### src/shared/exception_flag_pkg.sv
// package: register indices, field positions, reset values and carrier types
// for the exception flag and channel A selection block.
// assumes an APB master with 32-bit data; each register index sits at byte address index*4.
package exception_flag_pkg;

  // register indices (byte address = index * 4)
  localparam logic [9:0] IDX_RX_ENABLE_MASK_LOW = 10'h00E;
  localparam logic [9:0] IDX_RX_ENABLE_MASK_HIGH = 10'h00F;
  localparam logic [9:0] IDX_EXCEPTION_PENDING_LOW = 10'h010;
  localparam logic [9:0] IDX_EXCEPTION_PENDING_MID = 10'h011;
  localparam logic [9:0] IDX_EXCEPTION_PENDING_HIGH = 10'h012;
  localparam logic [9:0] IDX_CHANNEL_A_SELECT_LOW = 10'h014;
  localparam logic [9:0] IDX_CHANNEL_A_SELECT_MID = 10'h015;
  localparam logic [9:0] IDX_CHANNEL_A_SELECT_HIGH = 10'h016;
  localparam logic [9:0] IDX_IRQ_STATUS = 10'h030;
  localparam logic [9:0] IDX_IRQ_ENABLE = 10'h031;
  localparam logic [9:0] IDX_IRQ_CLEAR = 10'h032;

  // reset values
  localparam logic [15:0] RX_ENABLE_MASK_RST = 16'h0000;
  localparam logic [23:0] PENDING_RST = 24'h000000;
  localparam logic [23:0] SELECT_RST = 24'h000000;
  localparam logic [3:0] IRQ_STATUS_RST = 4'h0;
  localparam logic [3:0] IRQ_ENABLE_RST = 4'h0;
  localparam logic [7:0] RDATA_RST = 8'h00;

  // exception bit positions
  localparam int EXC_RADIO_IDLE_ENTERED = 0;
  localparam int EXC_TRANSMIT_FRAME_COMPLETE = 1;
  localparam int EXC_ACK_SENT = 2;
  localparam int EXC_TX_BUFFER_UNDERRUN = 3;
  localparam int EXC_TX_BUFFER_OVERRUN = 4;
  localparam int EXC_RX_BUFFER_UNDERRUN = 5;
  localparam int EXC_RX_BUFFER_OVERRUN = 6;
  localparam int EXC_RECEIVE_ENABLES_CLEARED = 7;
  localparam int EXC_RECEIVE_FRAME_COMPLETE = 8;
  localparam int EXC_RECEIVE_FRAME_PASSED_FILTER = 9;
  localparam int EXC_SOURCE_LOOKUP_COMPLETE = 10;
  localparam int EXC_SOURCE_LOOKUP_HIT = 11;
  localparam int EXC_RX_THRESHOLD_REACHED = 12;
  localparam int EXC_START_DELIMITER_SEEN = 13;
  localparam int EXC_CRYPTO_UNIT_LOW_DONE = 14;
  localparam int EXC_CRYPTO_UNIT_HIGH_DONE = 15;
  localparam int EXC_BAD_MEMORY_ADDRESS = 16;
  localparam int EXC_ILLEGAL_USE = 17;
  localparam int EXC_BAD_OPERAND = 18;
  localparam int EXC_SERIAL_PORT_FAULT = 19;
  localparam int EXC_SYNTH_UNLOCKED = 20;
  localparam int EXC_RECEIVE_FRAME_ABORTED = 21;
  localparam int EXC_RX_BUFFER_MOVE_TIMEOUT = 22;
  localparam int EXC_UNUSED = 23;
  localparam logic [23:0] EXC_IMPLEMENTED = 24'h7FFFFF;

  // interrupt status / enable / clear field positions
  localparam int IRQ_GROUP_LOW = 0;
  localparam int IRQ_GROUP_MID = 1;
  localparam int IRQ_GROUP_HIGH = 2;
  localparam int IRQ_CHANNEL_A = 3;

  // one register access taken from the bus
  typedef struct packed {
    logic [9:0] index;
    logic write;
    logic [7:0] wdata;
  } reg_access_t;

  // zero-write clear request for the pending flags, one enable per byte
  typedef struct packed {
    logic [2:0] byte_we;
    logic [7:0] data;
  } flag_write_t;

endpackage

### src/hdl/exception_flag_bank.sv
// exception pending flags: hardware sets, software clears by writing zero.
// assumes set pulses and the write request are synchronous to pclk.
module exception_flag_bank (
  // clock and reset
  input wire logic pclk,
  input wire logic presetn,
  // hardware events, one-cycle pulses
  input wire logic [23:0] set_events,
  // software clear request
  input wire exception_flag_pkg::flag_write_t wr,
  // flag state
  output logic [23:0] pending
);

  logic [23:0] pending_q;
  logic [23:0] pending_d;
  logic [23:0] clear_mask;

  genvar g;
  generate
    for (g = 0; g < 3; g++)
    begin : g_lane
      // a one in the written byte leaves the flag alone; only zeros clear
      assign clear_mask[g*8 +: 8] = wr.byte_we[g] ? ~wr.data : 8'h00;
    end
  endgenerate

  // set is applied after clear so a coincident event survives the clear
  assign pending_d = ((pending_q & ~clear_mask) | set_events) & exception_flag_pkg::EXC_IMPLEMENTED;

  always_ff @(posedge pclk or negedge presetn)
  begin
    if (!presetn)
      pending_q <= exception_flag_pkg::PENDING_RST;
    else
      pending_q <= pending_d;
  end

  assign pending = pending_q;

endmodule

### src/hdl/exception_flag_mask_unit.sv
// exception flag and channel A masking unit with its APB register slave.
// assumes APB signals synchronous to pclk and event inputs as one-cycle pulses.
//
// Function
// - receive enable mask bits 15:8 are a read/write byte at index 0x00F, reset zero.
// - each exception event sets its pending flag, which stays until software clears it.
// - pending flags clear only on written zeros; written ones leave the bit unchanged.
// - flags 7:0 at index 0x010: idle, tx done, ack, tx/rx buffer faults, enables cleared.
// - flags 15:8 at index 0x011: rx frame, filter, lookup, threshold, delimiter, crypto.
// - flags 22:16 at index 0x012: error events, unlock, abort, move timeout; 23 unused.
// - channel A has a 24-bit mask, one selects; bytes at 0x014, 0x015, 0x016, reset zero.
// - channel A output indicates when a selected exception occurs.
// - complement channel A output indicates when a masked exception occurs.
// - channel A mask bits 15:8 sit at their own index with the same meaning.
// - nonzero receive enable mask makes the radio control turn the receiver on.
module exception_flag_mask_unit (
  // clock and reset
  input wire logic pclk,
  input wire logic presetn,
  // apb slave
  input wire logic psel,
  input wire logic penable,
  input wire logic pwrite,
  input wire logic [11:0] paddr,
  input wire logic [31:0] pwdata,
  input wire logic [3:0] pstrb,
  output logic [31:0] prdata,
  output logic pready,
  output logic pslverr,
  // exception sources, one-cycle pulses
  input wire logic [23:0] exception_events,
  // channel A indications, one-cycle pulses
  output logic channel_a_indication,
  output logic channel_a_complement_indication,
  // receiver enable
  output logic [15:0] rx_enable_mask,
  output logic receiver_auto_enable,
  // interrupt
  output logic irq
);

  function automatic logic reg_hit(input logic [9:0] index, input logic [9:0] target);
    reg_hit = (index == target);
  endfunction

  // one byte register: a write to its index replaces it, otherwise it holds
  function automatic logic [7:0] byte_next(input logic we, input logic [7:0] wdata, input logic [7:0] cur);
    byte_next = we ? wdata : cur;
  endfunction

  // one term of the read and-or tree
  function automatic logic [7:0] lane_read(input logic hit, input logic [7:0] value);
    lane_read = hit ? value : 8'h00;
  endfunction

  exception_flag_pkg::reg_access_t acc;
  exception_flag_pkg::flag_write_t flag_wr;

  logic setup_phase;
  logic access_phase;
  logic wr_commit;
  logic aligned;
  logic mapped;
  logic lane0_we;

  logic hit_rx_low;
  logic hit_rx_high;
  logic hit_pend_low;
  logic hit_pend_mid;
  logic hit_pend_high;
  logic hit_sel_low;
  logic hit_sel_mid;
  logic hit_sel_high;
  logic hit_irq_status;
  logic hit_irq_enable;
  logic hit_irq_clear;

  logic [15:0] rx_enable_mask_q;
  logic [15:0] rx_enable_mask_d;
  logic rx_nonzero_q;
  logic rx_nonzero_d;
  logic rx_cleared_event;
  logic [23:0] rx_cleared_vec;
  logic [1:0] rx_hit;

  logic [23:0] select_q;
  logic [23:0] select_d;
  logic [2:0] sel_hit;
  logic [23:0] all_events;
  logic [23:0] pending;

  logic selected_hit;
  logic masked_hit;
  logic chan_a_q;
  logic chan_a_comp_q;

  logic [3:0] irq_events;
  logic [3:0] irq_status;
  logic [3:0] irq_enable;

  logic [7:0] rd_rx_low;
  logic [7:0] rd_rx_high;
  logic [7:0] rd_pend_low;
  logic [7:0] rd_pend_mid;
  logic [7:0] rd_pend_high;
  logic [7:0] rd_sel_low;
  logic [7:0] rd_sel_mid;
  logic [7:0] rd_sel_high;
  logic [7:0] rd_irq_status;
  logic [7:0] rd_irq_enable;
  logic [7:0] rdata_sel;
  logic [7:0] rdata_d;
  logic [31:0] prdata_q;
  logic pslverr_d;
  logic pslverr_q;

  genvar lane;

  // bus decode
  assign acc.index = paddr[11:2];
  assign acc.write = pwrite;
  assign acc.wdata = pwdata[7:0];
  // pready is tied high: no wait states, so every access phase is its last
  assign setup_phase = psel & ~penable;
  assign access_phase = psel & penable;
  assign aligned = (paddr[1:0] == 2'b00);
  // only byte lane 0 carries register data; upper lanes are reserved
  assign wr_commit = access_phase & acc.write & aligned & mapped;
  assign lane0_we = wr_commit & pstrb[0];

  assign hit_rx_low = reg_hit(acc.index, exception_flag_pkg::IDX_RX_ENABLE_MASK_LOW);
  assign hit_rx_high = reg_hit(acc.index, exception_flag_pkg::IDX_RX_ENABLE_MASK_HIGH);
  assign hit_pend_low = reg_hit(acc.index, exception_flag_pkg::IDX_EXCEPTION_PENDING_LOW);
  assign hit_pend_mid = reg_hit(acc.index, exception_flag_pkg::IDX_EXCEPTION_PENDING_MID);
  assign hit_pend_high = reg_hit(acc.index, exception_flag_pkg::IDX_EXCEPTION_PENDING_HIGH);
  assign hit_sel_low = reg_hit(acc.index, exception_flag_pkg::IDX_CHANNEL_A_SELECT_LOW);
  assign hit_sel_mid = reg_hit(acc.index, exception_flag_pkg::IDX_CHANNEL_A_SELECT_MID);
  assign hit_sel_high = reg_hit(acc.index, exception_flag_pkg::IDX_CHANNEL_A_SELECT_HIGH);
  assign hit_irq_status = reg_hit(acc.index, exception_flag_pkg::IDX_IRQ_STATUS);
  assign hit_irq_enable = reg_hit(acc.index, exception_flag_pkg::IDX_IRQ_ENABLE);
  assign hit_irq_clear = reg_hit(acc.index, exception_flag_pkg::IDX_IRQ_CLEAR);

  assign mapped = hit_rx_low | hit_rx_high | hit_pend_low | hit_pend_mid | hit_pend_high
                | hit_sel_low | hit_sel_mid | hit_sel_high
                | hit_irq_status | hit_irq_enable | hit_irq_clear;

  // receive enable mask, low byte first
  assign rx_hit = {hit_rx_high, hit_rx_low};

  generate
    for (lane = 0; lane < 2; lane++)
    begin : g_rx_mask
      assign rx_enable_mask_d[lane*8 +: 8] =
        byte_next(lane0_we & rx_hit[lane], acc.wdata, rx_enable_mask_q[lane*8 +: 8]);
    end
  endgenerate

  always_ff @(posedge pclk or negedge presetn)
  begin
    if (!presetn)
      rx_enable_mask_q <= exception_flag_pkg::RX_ENABLE_MASK_RST;
    else
      rx_enable_mask_q <= rx_enable_mask_d;
  end

  // the previous cycle's state, so a fall to zero gives exactly one pulse
  assign rx_nonzero_d = |rx_enable_mask_q;

  always_ff @(posedge pclk or negedge presetn)
  begin
    if (!presetn)
      rx_nonzero_q <= 1'b0;
    else
      rx_nonzero_q <= rx_nonzero_d;
  end

  // radio control turns the receiver on whenever any enable bit is set
  assign receiver_auto_enable = |rx_enable_mask_q;
  assign rx_enable_mask = rx_enable_mask_q;

  // the mask falling to zero is itself an exception source
  assign rx_cleared_event = rx_nonzero_q & ~(|rx_enable_mask_q);

  // channel A selection mask, one byte register per lane
  assign sel_hit = {hit_sel_high, hit_sel_mid, hit_sel_low};

  generate
    for (lane = 0; lane < 3; lane++)
    begin : g_select
      assign select_d[lane*8 +: 8] =
        byte_next(lane0_we & sel_hit[lane], acc.wdata, select_q[lane*8 +: 8]);
    end
  endgenerate

  always_ff @(posedge pclk or negedge presetn)
  begin
    if (!presetn)
      select_q <= exception_flag_pkg::SELECT_RST;
    else
      select_q <= select_d;
  end

  // event collection; the unused top bit never reaches the flags
  assign rx_cleared_vec = 24'(rx_cleared_event) << exception_flag_pkg::EXC_RECEIVE_ENABLES_CLEARED;
  assign all_events = (exception_events | rx_cleared_vec)
                    & exception_flag_pkg::EXC_IMPLEMENTED;

  // pending flags, zero-write clear per byte
  assign flag_wr.byte_we = {lane0_we & hit_pend_high, lane0_we & hit_pend_mid, lane0_we & hit_pend_low};
  assign flag_wr.data = acc.wdata;

  exception_flag_bank u_flags (
    .pclk(pclk),
    .presetn(presetn),
    .set_events(all_events),
    .wr(flag_wr),
    .pending(pending)
  );

  // channel A indications follow the event, not the pending flag, so a
  // pin pulses once per occurrence even while the flag is still set
  assign selected_hit = |(all_events & select_q);
  assign masked_hit = |(all_events & ~select_q & exception_flag_pkg::EXC_IMPLEMENTED);

  // both pins are flops, so each event gives one clean pulse a cycle later
  always_ff @(posedge pclk or negedge presetn)
  begin
    if (!presetn)
      chan_a_q <= 1'b0;
    else
      chan_a_q <= selected_hit;
  end

  always_ff @(posedge pclk or negedge presetn)
  begin
    if (!presetn)
      chan_a_comp_q <= 1'b0;
    else
      chan_a_comp_q <= masked_hit;
  end

  assign channel_a_indication = chan_a_q;
  assign channel_a_complement_indication = chan_a_comp_q;

  // interrupt sources
  // one status bit per flag byte, in the order low, mid, high
  generate
    for (lane = 0; lane < 3; lane++)
    begin : g_group
      assign irq_events[exception_flag_pkg::IRQ_GROUP_LOW + lane] = |all_events[lane*8 +: 8];
    end
  endgenerate
  assign irq_events[exception_flag_pkg::IRQ_CHANNEL_A] = selected_hit;

  // channel A hits get their own status bit, so software can tell a pin's cause
  irq_unit u_irq (
    .pclk(pclk),
    .presetn(presetn),
    .events(irq_events),
    .enable_we(lane0_we & hit_irq_enable),
    .clear_we(lane0_we & hit_irq_clear),
    .wdata(acc.wdata[3:0]),
    .status(irq_status),
    .enable(irq_enable),
    .irq(irq)
  );

  // read selection as an and-or tree; the write-only clear register reads zero
  assign rd_rx_low = lane_read(hit_rx_low, rx_enable_mask_q[7:0]);
  assign rd_rx_high = lane_read(hit_rx_high, rx_enable_mask_q[15:8]);
  assign rd_pend_low = lane_read(hit_pend_low, pending[7:0]);
  assign rd_pend_mid = lane_read(hit_pend_mid, pending[15:8]);
  assign rd_pend_high = lane_read(hit_pend_high, pending[23:16]);
  assign rd_sel_low = lane_read(hit_sel_low, select_q[7:0]);
  assign rd_sel_mid = lane_read(hit_sel_mid, select_q[15:8]);
  assign rd_sel_high = lane_read(hit_sel_high, select_q[23:16]);
  assign rd_irq_status = lane_read(hit_irq_status, {4'h0, irq_status});
  assign rd_irq_enable = lane_read(hit_irq_enable, {4'h0, irq_enable});
  assign rdata_sel = rd_rx_low | rd_rx_high | rd_pend_low | rd_pend_mid | rd_pend_high
                   | rd_sel_low | rd_sel_mid | rd_sel_high | rd_irq_status | rd_irq_enable;

  // read data and error are captured in the setup cycle so the access
  // cycle answers at once from flops; a flag set between the two cycles
  // shows on the next read
  assign rdata_d = (aligned & ~pwrite) ? rdata_sel : 8'h00;
  assign pslverr_d = ~(aligned & mapped);

  always_ff @(posedge pclk or negedge presetn)
  begin
    if (!presetn)
      prdata_q <= {24'h000000, exception_flag_pkg::RDATA_RST};
    else if (setup_phase)
      prdata_q <= {24'h000000, rdata_d};
  end

  always_ff @(posedge pclk or negedge presetn)
  begin
    if (!presetn)
      pslverr_q <= 1'b0;
    else if (setup_phase)
      pslverr_q <= pslverr_d;
  end

  assign pready = 1'b1;
  assign prdata = prdata_q;
  assign pslverr = pslverr_q & access_phase;

endmodule

### src/hdl/irq_unit.sv
// interrupt status, enable and write-only clear with one level output.
// assumes event pulses and write strobes are synchronous to pclk.
module irq_unit (
  // clock and reset
  input wire logic pclk,
  input wire logic presetn,
  // events
  input wire logic [3:0] events,
  // software access
  input wire logic enable_we,
  input wire logic clear_we,
  input wire logic [3:0] wdata,
  // state
  output logic [3:0] status,
  output logic [3:0] enable,
  output logic irq
);

  logic [3:0] status_q;
  logic [3:0] status_d;
  logic [3:0] enable_q;

  // writing one clears; an event in the same cycle keeps the bit
  assign status_d = (status_q & ~(clear_we ? wdata : 4'h0)) | events;

  always_ff @(posedge pclk or negedge presetn)
  begin
    if (!presetn)
    begin
      status_q <= exception_flag_pkg::IRQ_STATUS_RST;
      enable_q <= exception_flag_pkg::IRQ_ENABLE_RST;
    end
    else
    begin
      status_q <= status_d;
      if (enable_we)
        enable_q <= wdata;
    end
  end

  assign status = status_q;
  assign enable = enable_q;
  assign irq = |(status_q & enable_q);

endmodule

### config.mk
export PLATFORM = sky130hd
export DESIGN_NAME = exception_flag_mask_unit
export DESIGN_NICKNAME = d
export VERILOG_FILES = /design/src/shared/exception_flag_pkg.sv /design/src/hdl/exception_flag_bank.sv /design/src/hdl/exception_flag_mask_unit.sv /design/src/hdl/irq_unit.sv
export SDC_FILE = /design/constraint.sdc
export NUM_CORES = 1
export LEC_CHECK = 0
export ABC_CLOCK_PERIOD_IN_PS = 1500
export BUFFER_PORTS_ARGS = -buffer_cell sky130_fd_sc_hd__buf_2
export CORE_ASPECT_RATIO = 0.8
export CORE_MARGIN = 2
export CORE_UTILIZATION = 47
export DETAILED_ROUTE_END_ITERATION = 8
export PLACE_DENSITY_LB_ADDON = 0.2
export SLEW_MARGIN = 10
export SYNTH_ARGS = -nofsm -noshare
export SYNTH_HDL_FRONTEND = slang
export SYNTH_SLANG_ARGS = --single-unit
### constraint.sdc
create_clock -name pclk -period 1.5 [get_ports pclk]
set_clock_uncertainty 0.2 [all_clocks]
set_input_delay 0.225 -clock pclk [delete_from_list [all_inputs] [get_ports pclk]]
set_output_delay 0.225 -clock pclk [all_outputs]
set_load 0.01 [all_outputs]
== Word-level counts from Yosys, hierarchy flattened ==
Index checks and enable logic that the tools add are counted.

* Add/subtract/negate cells: 0
* Multipliers: 0
* Div/mod/pow operators: 0
* Order comparisons: 0
* Equality and inequality tests: 11
* Shift-type cells: 0
* Mux-type cells: 15
* Bitwise gates (word level): 55
* Reductions and logical operators: 8

{| class="wikitable"
|+ Operators with widths
! operator !! number
|-
| $mux 8 || 10
|-
| $eq 10x5->1 const B || 6
|-
| $or 8x8->8 || 6
|-
| $and 23x23->23 || 2
|-
| $not 23->23 || 2
|-
| $eq 10x6->1 const B || 3
|-
| $and 23x24->24 || 1
|-
| $reduce_or 24->1 || 1
|-
| $or 23x23->23 || 1
|-
| $or 23x8->23 || 1
|-
| $reduce_or 23->1 || 1
|-
| $and 1x1->1 || 20
|-
| $eq 10x4->1 const B || 2
|-
| $or 8x4->8 || 2
|-
| $reduce_or 16->1 || 1
|-
| $reduce_or 8->1 || 2
|-
| $mux 7 || 2
|-
| $mux 4 || 3
|-
| $or 1x1->1 || 10
|-
| $and 4x4->4 || 2
|-
| $not 8->8 || 1
|-
| $or 8x7->8 || 1
|-
| $reduce_or 7->1 || 1
|-
| $not 1->1 || 4
|-
| other kinds (4) || 4
|}

* Flip-flop bits (word level): 83
* Latch bits: 0
* Bits in writable memories: 0
* ROM bits: 0
* Input bits: 77
* Output and inout port bits: 54
* Memories: 0

== Longest topological paths before layout ==
* Depth in word-level cells: 18
* Gate-level depth with buffers: 8

== Cells and area by module ==
A second synthesis with hierarchy kept.

* Cells, all modules: 436
* Area, all modules: 4674.5 um^2

{| class="wikitable"
|+ By module, submodules not included
! module !! instances !! cells an instance !! area an instance (um^2)
|-
| exception_flag_mask_unit || 1 || 342 || 3462.1
|-
| exception_flag_bank || 1 || 71 || 903.4
|-
| irq_unit || 1 || 23 || 309.0
|}

== Least setup slack after synthesis ==
No wires, ideal clock.

* Path type: in2reg
* Start point: input port paddr[7]
* End point: register rx_enable_mask_q[12] (netlist: rx_enable_mask[12])
* Library setup time: 128 ps
* Arrival time: 1770 ps
* Required time: 1172 ps
* Slack: -598 ps
* Stages: 7
* Cell sequence: buf_6 or4b_1 buf_6 nor4_4 nand2_1 buf_6 mux2_1

* Longest elaborated chain between the ends: 14
* Elaborated cells between the ends (all ways): 24
* Classes of those cells: 11 x eq/ne; 13 x bitwise

{| class="wikitable"
|+ Ends and longest elaborated chain
! what !! line !! RTL
|-
| from (decl) || exception_flag_mask_unit.sv:24 || <nowiki>input wire logic [11:0] paddr,</nowiki>
|-
| $eq 10x4->1 || exception_flag_mask_unit.sv:43 || <nowiki>reg_hit = (index == target);</nowiki>
|-
| $or 1x1->1 (4 in a row) || exception_flag_mask_unit.sv:143 || <nowiki>assign mapped = hit_rx_low | hit_rx_high | hit_pend_low | hit_pend_mid | hit_pend_high</nowiki>
|-
| $or 1x1->1 (3 in a row) || exception_flag_mask_unit.sv:144 || <nowiki>| hit_sel_low | hit_sel_mid | hit_sel_high</nowiki>
|-
| $or 1x1->1 (3 in a row) || exception_flag_mask_unit.sv:145 || <nowiki>| hit_irq_status | hit_irq_enable | hit_irq_clear;</nowiki>
|-
| $and 1x1->1 || exception_flag_mask_unit.sv:128 || <nowiki>assign wr_commit = access_phase & acc.write & aligned & mapped;</nowiki>
|-
| $and 1x1->1 || exception_flag_mask_unit.sv:129 || <nowiki>assign lane0_we = wr_commit & pstrb[0];</nowiki>
|-
| $and 1x1->1 (*) || exception_flag_mask_unit.sv:154 || <nowiki>byte_next(lane0_we & rx_hit[lane], acc.wdata, rx_enable_mask_q[lane*8 +: 8]);</nowiki>
|-
| to (signal assigned) || exception_flag_mask_unit.sv:161 || <nowiki>rx_enable_mask_q <= exception_flag_pkg::RX_ENABLE_MASK_RST;</nowiki>
|-
| to (signal assigned) || exception_flag_mask_unit.sv:163 || <nowiki>rx_enable_mask_q <= rx_enable_mask_d;</nowiki>
|-
| to (decl) || exception_flag_mask_unit.sv:78 || <nowiki>logic [15:0] rx_enable_mask_q;</nowiki>
|}

Mark *: on every way between the ends. The rest lies on a longest branch, timed or not.
A chain may end at the register's enable or synchronous reset.

== Worst setup path in the final report ==
* Start point: register rx_enable_mask_q[0] (netlist: rx_enable_mask[0])
* End point: output port receiver_auto_enable

* Longest elaborated chain between the ends: 1

{| class="wikitable"
|+ Ends and longest elaborated chain
! what !! line !! RTL
|-
| $reduce_or 16->1 || exception_flag_mask_unit.sv:178 || <nowiki>assign receiver_auto_enable = |rx_enable_mask_q;</nowiki>
|-
| to (decl) || exception_flag_mask_unit.sv:37 || <nowiki>output logic receiver_auto_enable,</nowiki>
|}

Every way passes these cells.

==> metrics.cfg <==
[timing]
hold_viol = 1
drv_slew = 0
tightestPinTransition_ps = 527
final.min_clock_period_ps = 1980
rsz0062_at_grt = true
relSlewSlack = 0.646
fin_setup_tns_ps = -14750
hold-worst-slack_ps = -4.07
setup_viol = 84
worst_slack_ps = -477
post-route-period-util = 1.32
fmax_mhz = 506

[grt]
grt_use_total = 0.346
grt_max_degree = 43
antenna_found_initial = 0
overflow = 0
grt_pass1_wl_mm = 26.9
grt_pass1_vias = 4560

[clock_tree]
htree_levels = 3
cts_made_buffers = 9
clockBufferDepth = 2
path_clk_slew_ps = 60
cts_tree = yes
clock_latency_ps = 350
cts-root-buf = clkbuf_16
cts_sinks = 83

[cells_and_area]
area_growth_pct = 54.8
drive_above_1_share = 0.561
num-fill-cells = 645
fin_util = 0.740
diodes = 0
nNetsFinal = 758

[run]
max_cap_violations = 0

[worst_hold_path]
min_from = pwdata[7]
min_path_cells = 3
min_to = u_flags.pending[15]$_DFF_PN0_
hp-class = in -> reg

[die]
core_area_um2 = 9530
core.rowCount = 32
initial_utilization = 0.478
fp.dieH_um = 92.1
dieArea_um2 = 10500
die_x_um = 114
ios = 131

[worst_setup_path]
setup.worst_path.start_class = flop
cp.arrival_ps = 1550
endpoint_kind = output port
r2r-end = u_irq.status[3]$_DFF_PN0_
cp.required_ps = 1070
rrSetupSlack_ps = -430
worst-path-max-fanout = 2
r2r_cells = 7
timing.rr.start = rx_enable_mask[0]$_DFFE_PN0P_
crit_type = reg -> out

[pwr]
p_per_area_nw_per_um2 = 719
ir_drop_mv = 0.797
total_power_w = 0.00507
leakage_nw = 3.42

[placed_design]
gp_congestion = 0.972
io_buffer_count = 77
hpwl_mm = 13.0

[logic_synthesis]
ys_top_cells_by_area = dfrtp_1 (46%), mux2_2 (7.2%), o21ai_0 (4.9%)
syn-cell-area_um2 = 4560
synth.avg_cell_area_um2 = 10.0
ys.flop_type = dfrtp_1
yosys_warnings = 0
ys_types = 52
synth_area_leader_cell = dfrtp_1
synth_enable_flop_cells = 0
async_flop_share = 1.00
yosysSeqAreaShare = 0.456
ys_ff_latch = 83
netlist_instances = 454
synth_top_area_share = 0.456

[run_status]
violations = negative hold slack, negative setup slack
status = finished, violations left

[routing]
first_pass_iters = 7
drc_errors = 0
drtIter0Drc = 727
num_vias = 4986
ant_nets = 0
wire_per_inst_um = 23.6
vias_per_cell = 6.21
wl_mm = 19.0

## power breakdown
part / switching [W] / leakage (nW) / total, W / internal [W]
registers: 0.00000188 / 1.01 / 0.00224 / 0.00224
logic: 0.000376 / 2.27 / 0.000626 / 0.000250
clock network: 0.000932 / 0.137 / 0.00220 / 0.00127
total: 0.00131 / 3.42 / 0.00507 / 0.00376
## metal layers
layer  track usage  up-vias  wire [um]
met4         0.115        0        895
met5             0        -          0
li1              -     2086          -
met2         0.515      407       8510
met3        0.0833       85       1880
met1         0.496     2408       7700
## synth_stat cells, drive strengths merged (10+ instances only)
| library cell | instances |
|---|---|
| buf | 34 |
| o22ai | 13 |
| dfrtp | 83 |
| inv | 30 |
| mux2 | 36 |
| nor4 | 15 |
| nor2 | 11 |
| nand3 | 16 |
| a22oi | 20 |
| nand2 | 53 |
| o21ai | 45 |
| a21oi | 10 |
| nor3 | 11 |
## state kept, by name, indices dropped and copies added (netlist names)
signal and flops:
select_q 24, u_flags.pending 23, rx_enable_mask 16, prdata 8, u_irq.enable 4, u_irq.status 4, channel_a_complement_indication 1, channel_a_indication 1
pslverr_q 1, rx_nonzero_q 1
## logic make-up after synthesis
logic type      synth area share
buf+inv                   0.0912
compound gates             0.165
mux                        0.109
flops                      0.456
simple gates               0.177
other cells              0.00165
## through the flow
step / hold slack [ps] / instance area, um^2 / setup WS (ps) / std cells
final: -4.07 / 7050 / -477 / 803
after CTS: 1.20 / 6690 / -409 / 794
after global routing: 6.01 / 7050 / -539 / 803
after detailed placement: -67.9 / 5910 / -742 / 759
after floorplan: -271 / 4690 / -540 / 477
after global placement: -66.9 / 5910 / -673 / 759
## area by class of cell
class,count,area [um^2],share of cell area
multi-input cells,324,2650,0.375
clock inverters,5,56.3,0.00798
clock buffers,9,225,0.0319
flip-flops and latches,83,2080,0.294
well taps,119,149,0.0211
repair buffers,233,1790,0.254
inverters,30,113,0.0160
## repair_timing
| item | 4_1_cts | 5_1_grt |
|---|---|---|
| pin swaps | 40 | 22 |
| cloned | 1 | 0 |
| resized for setup | 108 | 72 |
| setup endpoints to repair | 84 | 87 |
| endpoints found under the hold margin | 86 | 0 |
| hold buffers | 5 | 0 |
| buffers inserted | 16 | 9 |
## cell usage in the layout (no fill, tap or decap), drive strengths merged, types with 2 or more instances in the layout
master / instances
clkbuf: 9
dfrtp: 83
nand3: 16
nand2: 54
dlygate4sd3: 5
mux2: 36
or3b: 4
a22o: 6
and3: 3
a32oi: 3
nor2b: 2
a211oi: 4
nand3b: 4
or4b: 2
nor4: 15
nand2b: 5
nor3: 11
mux2i: 7
nand4: 6
a221oi: 2
a221o: 2
a211o: 2
conb: 25
a22oi: 20
buf: 228
a31oi: 3
or3: 2
o21ai: 45
inv: 30
a21oi: 10
and4: 2
o22ai: 13
clkinv: 3
nor2: 11
## worst max-delay path, stage by stage (launching register included)
cell and delay (ps):
dfrtp_1 400, nor4_1 360, and4_4 300, inv_2 50, buf_6 110
## worst max-delay path by stage
stage                                         end  slack [ps]  cells after the start                           from
floorplan           rx_enable_mask[4]$_DFFE_PN0P_        -540                      7                       paddr[7]
global placement    rx_enable_mask[3]$_DFFE_PN0P_        -670                      7                       paddr[9]
detailed placement          prdata[1]$_DFFE_PN0P_        -740                      7                       paddr[8]
CTS                          receiver_auto_enable        -410                      4  rx_enable_mask[2]$_DFFE_PN0P_
global route                 receiver_auto_enable        -540                      4  rx_enable_mask[0]$_DFFE_PN0P_
finish                       receiver_auto_enable        -480                      4  rx_enable_mask[0]$_DFFE_PN0P_
No activity file was read; power rests on OpenSTA's default activity.
